==> config.mk <==
export PLATFORM = sky130hd
export DESIGN_NAME = hpe_edge_trip
export DESIGN_NICKNAME = d
export VERILOG_FILES = /design/src/verilog/hpe_edge_trip.v
export VERILOG_INCLUDE_DIRS = /design/src /design/src/verilog
export SDC_FILE = /design/constraint.sdc
export NUM_CORES = 1
export LEC_CHECK = 0
export BUFFER_PORTS_ARGS = -buffer_cell sky130_fd_sc_hd__buf_2
export CAP_MARGIN = 10
export CORE_ASPECT_RATIO = 2
export CORE_UTILIZATION = 48
export CTS_BUF_LIST = sky130_fd_sc_hd__clkbuf_4 sky130_fd_sc_hd__clkbuf_8
export DETAILED_ROUTE_END_ITERATION = 10
export HOLD_SLACK_MARGIN = 0.06
export PLACE_DENSITY = 0.79
export SLEW_MARGIN = 20
export SYNTH_ARGS = -nofsm -noshare
export SYNTH_HDL_FRONTEND = slang
export SYNTH_SLANG_ARGS = --single-unit
==> constraint.sdc <==
create_clock -name clk -period 2.35 [get_ports clk]
set_input_delay 0.3525 -clock clk [delete_from_list [all_inputs] [get_ports clk]]
set_output_delay 0.3525 -clock clk [all_outputs]
set_load 0.01 [all_outputs]
==> src/verilog/hpe_defines.vh <==
/*
  constants for the fine-resolution pwm edge block: timing counts, field widths, reset values.
  assumes a 25 MHz system clock and inclusion by bare name from the design file.
*/
`ifndef HPE_DEFINES_VH
`define HPE_DEFINES_VH
`define HPE_CLK_MHZ           25
`define HPE_FINE_STEP_TYP_PS  150
`define HPE_FINE_STEP_MAX_PS  310
`define HPE_SYNC_OUT_MIN_CYC  8'h08
`define HPE_CNT_W             16
`define HPE_EXT_W             8
`define HPE_TAP_W             8
`define HPE_TRIP_HIGH         2'h0
`define HPE_TRIP_LOW          2'h1
`define HPE_TRIP_HIZ          2'h2
`define HPE_TRIP_NONE         2'h3
`define HPE_PRD_RST           16'h00FF
`endif

==> src/verilog/hpe_edge_trip.v <==
/*
  pulse modulator unit with a fine_resolution_extension on its first output, sync in/out
  and trip forcing. assumes outside pins are asynchronous (two-flop synchronised here) and that
  the fine delay taps drive an analogue delay line cell outside this logic.
*/
// What this block does
// [RULE1] each modulator unit has one fine delay line, plus one calibration delay line
// [RULE2] fine placement only on the first output; second output stays clock-granular
// [RULE3] fine position comes from compare-a and phase extension fields
// [RULE4] fine resolution serves single-edge duty/phase and dual-edge period modulation
// [RULE5] in fine period mode the second output may jitter one to two time-base clocks
// [RULE6] system clock must be at least the stated minimum when fine mode is used
// [RULE7] fine step nominally 150 ps, at most 310 ps, counted within one clock period
// [RULE8] each sync output pulse stays high at least eight system clocks
// [RULE9] sync input pulses held at least two system clocks by the source
// [RULE10] trip input held low at least two time-base clocks by the source
// [RULE11] an active trip forces outputs high, low or hi-z at once
// [RULE12] outputs stay forced after trip release until software rearms
// [RULE13] compare-a and phase fine extensions are separate software-set values
// [RULE14] fine delay equals extension times step, added after the coarse edge
`include "hpe_defines.vh"

module hpe_edge_trip #(
  parameter CNT_W  = `HPE_CNT_W,
  parameter EXT_W  = `HPE_EXT_W,
  parameter TRIP_N = 6
) (
  input  wire              clk,
  input  wire              nrst,
  input  wire              tb_clk_en,
  input  wire [CNT_W-1:0]  period,
  input  wire [CNT_W-1:0]  compare_a,
  input  wire [EXT_W-1:0]  compare_a_fine_extension,  // RULE13
  input  wire [CNT_W-1:0]  compare_b,
  input  wire [CNT_W-1:0]  phase,
  input  wire [EXT_W-1:0]  phase_fine_extension,      // RULE13
  input  wire              fine_enable,
  input  wire              fine_period_mode,
  input  wire              phase_load_en,
  input  wire [1:0]        trip_action,
  input  wire [TRIP_N-1:0] trip_input_n,
  input  wire              trip_rearm,
  input  wire              sync_in,
  input  wire [EXT_W-1:0]  cal_tap_code,
  output reg               modulator_output_first,
  output reg               modulator_output_first_oe,
  output reg  [EXT_W-1:0]  first_fine_tap,
  output reg               modulator_output_second,
  output reg               modulator_output_second_oe,
  output reg               sync_out,
  output reg  [EXT_W-1:0]  cal_fine_tap,
  output reg               tripped
);

  localparam [7:0] SYNC_HOLD = `HPE_SYNC_OUT_MIN_CYC;
  localparam [1:0] TR_HIGH = `HPE_TRIP_HIGH;
  localparam [1:0] TR_LOW  = `HPE_TRIP_LOW;
  localparam [1:0] TR_HIZ  = `HPE_TRIP_HIZ;

  // saturating one-step increment used by sync hold counter
  function [7:0] sat_inc;
    input [7:0] v;
    begin
      sat_inc = (v == 8'hFF) ? v : v + 8'h01;
    end
  endfunction

  // fine tap sum wraps at the field width; the carry is dropped on purpose
  function [EXT_W-1:0] fine_sum;
    input [EXT_W-1:0] a;
    input [EXT_W-1:0] b;
    reg   [EXT_W:0]   full;
    begin
      full     = {1'b0, a} + {1'b0, b};
      fine_sum = full[EXT_W-1:0];
    end
  endfunction

  // two-flop synchronisers for pins
  reg [TRIP_N-1:0] trip_s1, trip_s2;
  reg              sync_s1, sync_s2, sync_s3;
  always @(posedge clk or negedge nrst) begin
    if (!nrst) begin
      trip_s1 <= {TRIP_N{1'b1}};
      trip_s2 <= {TRIP_N{1'b1}};
      sync_s1 <= 1'b0;
      sync_s2 <= 1'b0;
      sync_s3 <= 1'b0;
    end else begin
      trip_s1 <= trip_input_n;
      trip_s2 <= trip_s1;
      sync_s1 <= sync_in;
      sync_s2 <= sync_s1;
      sync_s3 <= sync_s2;
    end
  end

  wire trip_any  = ~&trip_s2;
  wire sync_rise = sync_s2 & ~sync_s3;            // RULE9

  // time base counter; sync rise loads phase
  reg [CNT_W-1:0] tb_cnt;
  wire            tb_wrap = tb_clk_en && (tb_cnt >= period);
  always @(posedge clk or negedge nrst) begin
    if (!nrst)
      tb_cnt <= {CNT_W{1'b0}};
    else if (sync_rise && phase_load_en)
      tb_cnt <= phase;                            // RULE3
    else if (tb_wrap)
      tb_cnt <= {CNT_W{1'b0}};
    else if (tb_clk_en)
      tb_cnt <= tb_cnt + {{(CNT_W-1){1'b0}}, 1'b1};
  end

  // fine tap: compare extension, in period mode also phase extension
  reg [EXT_W-1:0] next_tap;
  always @* begin
    next_tap = {EXT_W{1'b0}};
    if (fine_enable) begin
      if (fine_period_mode)
        next_tap = fine_sum(compare_a_fine_extension, phase_fine_extension); // RULE4
      else
        next_tap = compare_a_fine_extension;    // RULE3
    end
  end

  // coarse compare levels; only the first path gets a fine tap afterwards
  wire coarse_a  = (tb_cnt < compare_a);
  wire coarse_b  = (tb_cnt < compare_b);          // RULE2
  wire force_now = trip_any | tripped;            // forcing starts on the trip edge itself

  // trip latch: a live trip wins over a rearm in the same cycle
  always @(posedge clk or negedge nrst) begin
    if (!nrst)
      tripped <= 1'b0;
    else if (trip_any)
      tripped <= 1'b1;                            // RULE11
    else if (trip_rearm)
      tripped <= 1'b0;                            // RULE12
  end

  // calibration delay line: its own tap, never forced by a trip
  always @(posedge clk or negedge nrst) begin
    if (!nrst)
      cal_fine_tap <= {EXT_W{1'b0}};
    else
      cal_fine_tap <= cal_tap_code;               // RULE1
  end

  // first path: coarse edge plus fine tap, or the forced trip state
  always @(posedge clk or negedge nrst) begin
    if (!nrst) begin
      modulator_output_first    <= 1'b0;
      modulator_output_first_oe <= 1'b1;
      first_fine_tap            <= {EXT_W{1'b0}};
    end else if (force_now) begin
      first_fine_tap <= {EXT_W{1'b0}};            // no fine delay on a forced pin
      case (trip_action)
        TR_HIGH: begin
          modulator_output_first    <= 1'b1;      // RULE11
          modulator_output_first_oe <= 1'b1;
        end
        TR_LOW: begin
          modulator_output_first    <= 1'b0;      // RULE11
          modulator_output_first_oe <= 1'b1;
        end
        TR_HIZ: begin
          modulator_output_first_oe <= 1'b0;      // RULE11
        end
        default: begin
          modulator_output_first_oe <= 1'b1;      // keep driving the last level
        end
      endcase
    end else begin
      modulator_output_first    <= coarse_a;      // RULE14
      modulator_output_first_oe <= 1'b1;
      first_fine_tap            <= next_tap;      // RULE7
    end
  end

  // extra stage that models the period-mode edge jitter of the second path
  reg second_delay;
  always @(posedge clk or negedge nrst) begin
    if (!nrst)
      second_delay <= 1'b0;
    else
      second_delay <= coarse_b;
  end

  // second path: clock-granular only, or the forced trip state
  always @(posedge clk or negedge nrst) begin
    if (!nrst) begin
      modulator_output_second    <= 1'b0;
      modulator_output_second_oe <= 1'b1;
    end else if (force_now) begin
      case (trip_action)
        TR_HIGH: begin
          modulator_output_second    <= 1'b1;     // RULE11
          modulator_output_second_oe <= 1'b1;
        end
        TR_LOW: begin
          modulator_output_second    <= 1'b0;     // RULE11
          modulator_output_second_oe <= 1'b1;
        end
        TR_HIZ: begin
          modulator_output_second_oe <= 1'b0;     // RULE11
        end
        default: begin
          modulator_output_second_oe <= 1'b1;     // keep driving the last level
        end
      endcase
    end else begin
      modulator_output_second    <= fine_period_mode ? second_delay : coarse_b; // RULE5
      modulator_output_second_oe <= 1'b1;
    end
  end

  // sync out on counter wrap, stretched to the minimum width
  reg [7:0] sync_cnt;
  always @(posedge clk or negedge nrst) begin
    if (!nrst) begin
      sync_out <= 1'b0;
      sync_cnt <= 8'h00;
    end else if (tb_wrap) begin
      sync_out <= 1'b1;                           // RULE8
      sync_cnt <= 8'h01;
    end else if (sync_out) begin
      sync_cnt <= sat_inc(sync_cnt);
      if (sync_cnt >= SYNC_HOLD)
        sync_out <= 1'b0;                         // RULE8
    end
  end
endmodule // hpe_edge_trip

Word-level counts from Yosys, hierarchy flattened
Cells that the tools add are included.
{"block": "word_totals", "register_bits": 61, "in_bits": 104, "out_inout_bits": 22, "wordCells": 59}
{"block": "classes", "add_sub_neg": 3, "order_cmp": 4, "eq_ne": 6, "n_mux": 20, "bitwise": 3, "n_reduce_logical": 8}
{"cell": "two-way mux 16 bit", "n": 3}
{"cell": "two-way mux 8 bit", "n": 6}
{"cell": "< comparator 16 bit", "n": 2}
{"cell": "adder 16 x 1 -> 16 bit, second input constant", "n": 1}
{"cell": ">= comparator 16 bit", "n": 1}
{"cell": "two-way mux 1 bit", "n": 10}
{"cell": "adder 8 x 1 -> 8 bit, second input constant", "n": 1}
{"cell": "adder 8 bit", "n": 1}
{"cell": "== test 8 bit, second input constant", "n": 1}
{"cell": ">= comparator 8 x 4 -> 1 bit, second input constant", "n": 1}
{"cell": "AND reduction 6 bit", "n": 1}
{"cell": "inequality test 2 bit, second input constant", "n": 2}
{"cell": "inequality test 3 x 1 -> 1 bit, second input constant", "n": 1}
{"cell": "nonzero test 3 bit", "n": 1}
{"cell": "== test 2 x 1 -> 1 bit, second input constant", "n": 1}
{"cell": "== test 2 bit, second input constant", "n": 1}
{"cell": "logical AND 1 bit", "n": 2}
{"cell": "zero test 2 bit", "n": 1}
{"cell": "one-hot mux 1 bit (2 select lines)", "n": 1}
{"cell": "AND reduction 2 bit", "n": 1}
{"cell": "nonzero test 2 bit", "n": 1}
{"cell": "bitwise AND 1 bit", "n": 1}
{"cell": "zero test 1 bit", "n": 1}
{"cell": "inverter 1 bit", "n": 1}
{"cell": "OR 1 bit", "n": 1}

Longest topological paths before layout
{"block": "depth", "word_depth": 4, "mapped_depth": 10, "mapped_depth_nobuf": 10}

Worst setup path before layout
OpenSTA, ideal clock, no wires.
{"block": "synth_path", "path_kind": "register -> register", "from": "register tb_cnt[13]", "to": "register tb_cnt[13]", "arrival_time_ps": 2257, "required_time_ps": 2286, "setup_slack_ps": 29, "path_stages_with_launch": 9, "n_path_buf": 0, "synth_period_minus_slack_ps": 2321, "cell_sequence": "dfrtp_1 > ha_1 > a21o_1 > a21o_1 > a2111oi_4 > o21ai_2 > or4_1 > o21ai_1 > mux2_2"}
{"block": "synth_via", "elab_chain_len": 4, "elab_cells_between_ends": 7, "cone_classes": "add/sub: 1; order compare: 1; mux: 3; reduce/logical: 2"}
{"element": "start: declaration", "line": "hpe_edge_trip.v:102", "text": "reg [CNT_W-1:0] tb_cnt;"}
{"element": "start signal: assignment", "line": "hpe_edge_trip.v:106", "text": "tb_cnt <= {CNT_W{1'b0}};"}
{"element": "start signal: assignment", "line": "hpe_edge_trip.v:108", "text": "tb_cnt <= phase;"}
{"element": "start signal: assignment", "line": "hpe_edge_trip.v:110", "text": "tb_cnt <= {CNT_W{1'b0}};"}
{"element": "adder 16 x 1 -> 16 bit / >= comparator 16 bit (equally long branches)", "line": "hpe_edge_trip.v:112, hpe_edge_trip.v:103"}
{"element": "two-way mux 16 bit / logical AND 1 bit (equally long branches)", "line": "hpe_edge_trip.v:111, hpe_edge_trip.v:103"}
{"element": "two-way mux 16 bit", "line": "hpe_edge_trip.v:109", "text": "else if (tb_wrap)"}
{"element": "two-way mux 16 bit", "line": "hpe_edge_trip.v:107", "text": "else if (sync_rise && phase_load_en)"}
Several ways; a longest one is shown, not always the timed one. The select of a mux whose other input is x is not followed.
A chain may end at the register's enable or synchronous reset.

Final worst setup path
Same ends and word-level chain as after synthesis.

==> reports/qor.tcl <==
set qor(vias) 3731
set qor(cp_slowest_stage_delay_ps) 500
set qor(die_outline_height_um) 130
set qor(r2r_start) {tb_cnt[13]}
set qor(finalPower_mw) 3.84
set qor(worst-endpoint-arrival_ps) 2600
set qor(synth_compound_area_frac) 0.152
set qor(synthXorXnorAreaFrac) 0.0266
set qor(final-instance-count-excl-fill) 699
set qor(max_slew_margin) 0.607
set qor(gp_congestion) 0.905
set qor(synth-edff-count) 0
set qor(worst_skew_pair.late_latency_ps) 340
set qor(maxCapViolCount) 0
set qor(cts_num_sinks) 61
set qor(syn-cell-area_mm2) 0.00396
set qor(layout.nets) 759
set qor(synth_area_in_adders) 0.182
set qor(library_cell_with_the_highest_instance_count_after_synthesis) {sky130_fd_sc_hd__inv_1}
set qor(coreArea_mm2) 0.00794
set qor(clock_path_buffers) 2
set qor(cts_max_level) 3
set qor(worst_hold_path_type) {input port to register}
set qor(leakage_nw) 2.78
set qor(clkTransAtPathRegs_ps) 70
set qor(beginning_of_the_critical_path) {tb_cnt[13]}
set qor(synth.area.top_cells) {sky130_fd_sc_hd__dfrtp_1 (30%), sky130_fd_sc_hd__ha_1 (18%), sky130_fd_sc_hd__dfstp_2 (8.6%)}
set qor(synthToLayoutAreaGrowth_pct) 31.2
set qor(grt_pass1_wl_mm) 16.0
set qor(criticalPathCategory) {register to register}
set qor(setup-tns-final_ps) 0
set qor(power.ir.vdd_worst_mv) 0.604
set qor(yosysSeqAreaShare) 0.390
set qor(startpoint_type_of_the_worst_setup_path) {register}
set qor(first_global_vias) 3726
set qor(synth_commonest_cells) {sky130_fd_sc_hd__inv_1 (58), sky130_fd_sc_hd__ha_1 (56), sky130_fd_sc_hd__dfrtp_1 (48)}
set qor(share_of_flip_flops_with_an_asynchronous_set_or_reset_after_synthesis) 1.00
set qor(final_critical_path_setup_slack_ps) 29.3
set qor(cell_with_the_largest_stage_delay_on_the_worst_path) {sky130_fd_sc_hd__or4_1}
set qor(grt_remaining_overflow) 0
set qor(place_inst) 681
set qor(detail_route.wl_per_cell_um) 14.3
set qor(final_antenna_net_count) 0
set qor(tritoncts_clock_tree) {built}
set qor(mappedNetlistNets) 601
set qor(post_synth_mux_area_share) 0.0234
set qor(final_layout_size_suffix_gt1_frac) 0.323
set qor(drt_first_pass_iters) 4
set qor(synth_simple_gate_area_frac) 0.161
set qor(crit_path_cell_trace) {ha_4 -> a21o_1 -> a21o_1 -> a2111oi_4 -> o21ai_2 -> or4_1 -> o21ai_1 -> mux2_4}
set qor(postSynthAreaPerCell_um2) 8.99
set qor(timing.hold.worst.start) {trip_input_n[1]}
set qor(floorplan.io_pins) 126
set qor(hold_viol) 0
set qor(placementRows) 46
set qor(setup_viol_count_final) 0
set qor(clock_buffers_created_by_tritoncts) 9
set qor(ys_seq_elements) 61
set qor(critPathCaptureType) {register}
set qor(finClkSkew_ps) 10.1
set qor(yosysTopAreaCell) {sky130_fd_sc_hd__dfrtp_1}
set qor(first_drt_iteration_drcs) 139
set qor(critPathMostFrequentCell) {sky130_fd_sc_hd__a21o_1}
set qor(layout_worst_path_cycle_share) 0.988
set qor(cts-root-buf) {sky130_fd_sc_hd__clkbuf_8}
set qor(timing.final.crit_period_ps) 2320
set qor(die_width_um) 66.2
set qor(hpwlAfterDp_mm) 8.02
set qor(required_ps) 2630
set qor(grt_antenna_before_repair) 0
set qor(synth_top_family_by_area) {adder cells}
set qor(drcViolationCount) 0
set qor(initial_utilization) 0.498
set qor(grt_start_max_net_pins) 40
set qor(max_freq_mhz) 431
set qor(critical_path.max_fanout) 2
set qor(synth_cell_type_count) 43
set qor(top_area_cell_type_share_of_the_netlist_area) 0.304
set qor(tightestPinTransition_ps) 589
set qor(result_of_the_run) {completed}
set qor(rsz_0062_raised_after_global_routing) {true}
set qor(grt.total_usage) 0.247
set qor(cell_count_after_synthesis) 440
set qor(minimum_setup_slack_after_placement_ps) -93.7
set qor(ys.warnings.count) 0
set qor(synthFlopType) {sky130_fd_sc_hd__dfrtp_1}
set qor(wl_mm) 10.0
set qor(insertedDiodeCount) 0
set qor(dieArea_mm2) 0.00863
set qor(routed_via_density) 5.34
set qor(power_density_mw_per_mm2) 741
set qor(finalCoreUtilization) 0.653
set qor(port-buffer-count) 125
set qor(final-max-slew-violation-count) 0
==> state kept, by name, indices dropped and copies added (netlist names) <==
name                        flops
first_fine_tap                  8
sync_s2                         1
trip_s1                         6
sync_out                        1
sync_s3                         1
trip_s2                         6
second_delay                    1
modulator_output_first          1
tripped                         1
tb_cnt                         16
sync_s1                         1
cal_fine_tap                    8
modulator_output_second         1
modulator_output_second_oe      1
sync_cnt                        8
==> path summary, 6_finish.rpt <==
kind / endpoint / slack (ps) / cells after the start
max in group asynchronous: modulator_output_second_oe / 1120 / 3
max: tb_cnt[13] / 30 / 8
min: trip_s1[1] / 120 / 1
max reg2reg: tb_cnt[13] / 30 / 8
min in group asynchronous: tb_cnt[11] / 550 / 2
min reg2reg: sync_s2 / 350 / 0
==> cells in the final DEF, fill, tap and decap left out, types with 13 or more instances in the layout <==
cell type                 instances
sky130_fd_sc_hd__o21ai_0         23
sky130_fd_sc_hd__ha_1            55
sky130_fd_sc_hd__inv_1           58
sky130_fd_sc_hd__nor2_1          39
sky130_fd_sc_hd__dfstp_2         13
sky130_fd_sc_hd__buf_4           28
sky130_fd_sc_hd__a22oi_1         13
sky130_fd_sc_hd__buf_2          125
sky130_fd_sc_hd__o21ai_1         17
sky130_fd_sc_hd__dfrtp_1         48
sky130_fd_sc_hd__a21oi_1         22
sky130_fd_sc_hd__nand2_1         41
==> per-layer routing <==
layer  share of wire  up-vias  GRT usage
met2            0.56      143      0.471
met5               0        -          0
met3           0.049       37     0.0451
met4           0.036        0      0.130
li1                -     1831          -
met1            0.36     1720      0.242
==> metrics by stage <==
step | hold WS [ps] | cell area [µm²]
5_1_grt | 89.5 | 5190
2_1_floorplan | 56.9 | 3960
4_1_cts | 98.8 | 5150
3_5_place_dp | 337 | 4890
6_report | 117 | 5190
3_3_place_gp | 333 | 4890
==> repair_timing <==
item / in CTS / in global routing
resized for setup: 1 / 9
endpoints found under the hold margin: 22 / 0
hold buffers: 1 / 0
pin swaps: 1 / 2
setup buffers: 0 / 1
setup endpoints to repair: 3 / 20
==> area by class of cell <==
type / count / area (µm²)
fillers: 655 / 2750
multi-input cells: 312 / 2190
flip-flops and latches: 61 / 1540
repair buffers: 156 / 877
inverters: 58 / 218
clock buffers: 10 / 131
well taps: 96 / 120
clock inverters: 6 / 111
==> critical path, delay by kind of cell (launching register included) <==
family | cells | cell delay, ps
AND/OR/NAND/NOR | 1 | 500
flip-flops | 1 | 430
AO/OA/AOI/OAI | 5 | 940
multiplexers | 1 | 150
adder cells (fa/ha/maj) | 1 | 230
==> logic make-up (layout without fill, tap and decap cells) <==
family	count (synthesis)	in the layout
compound gates	97	97
xor+xnor	12	12
fa+ha+maj	57	57
buf+inv	67	230
flops	61	61
mux	9	9
simple gates	137	137
==> report_power, final <==
group	internal (mW)	switching, mW
Clock	0.716	0.412
Combinational	0.650	0.746
Sequential	1.21	0.113
Power figures use the tool's default switching activity.
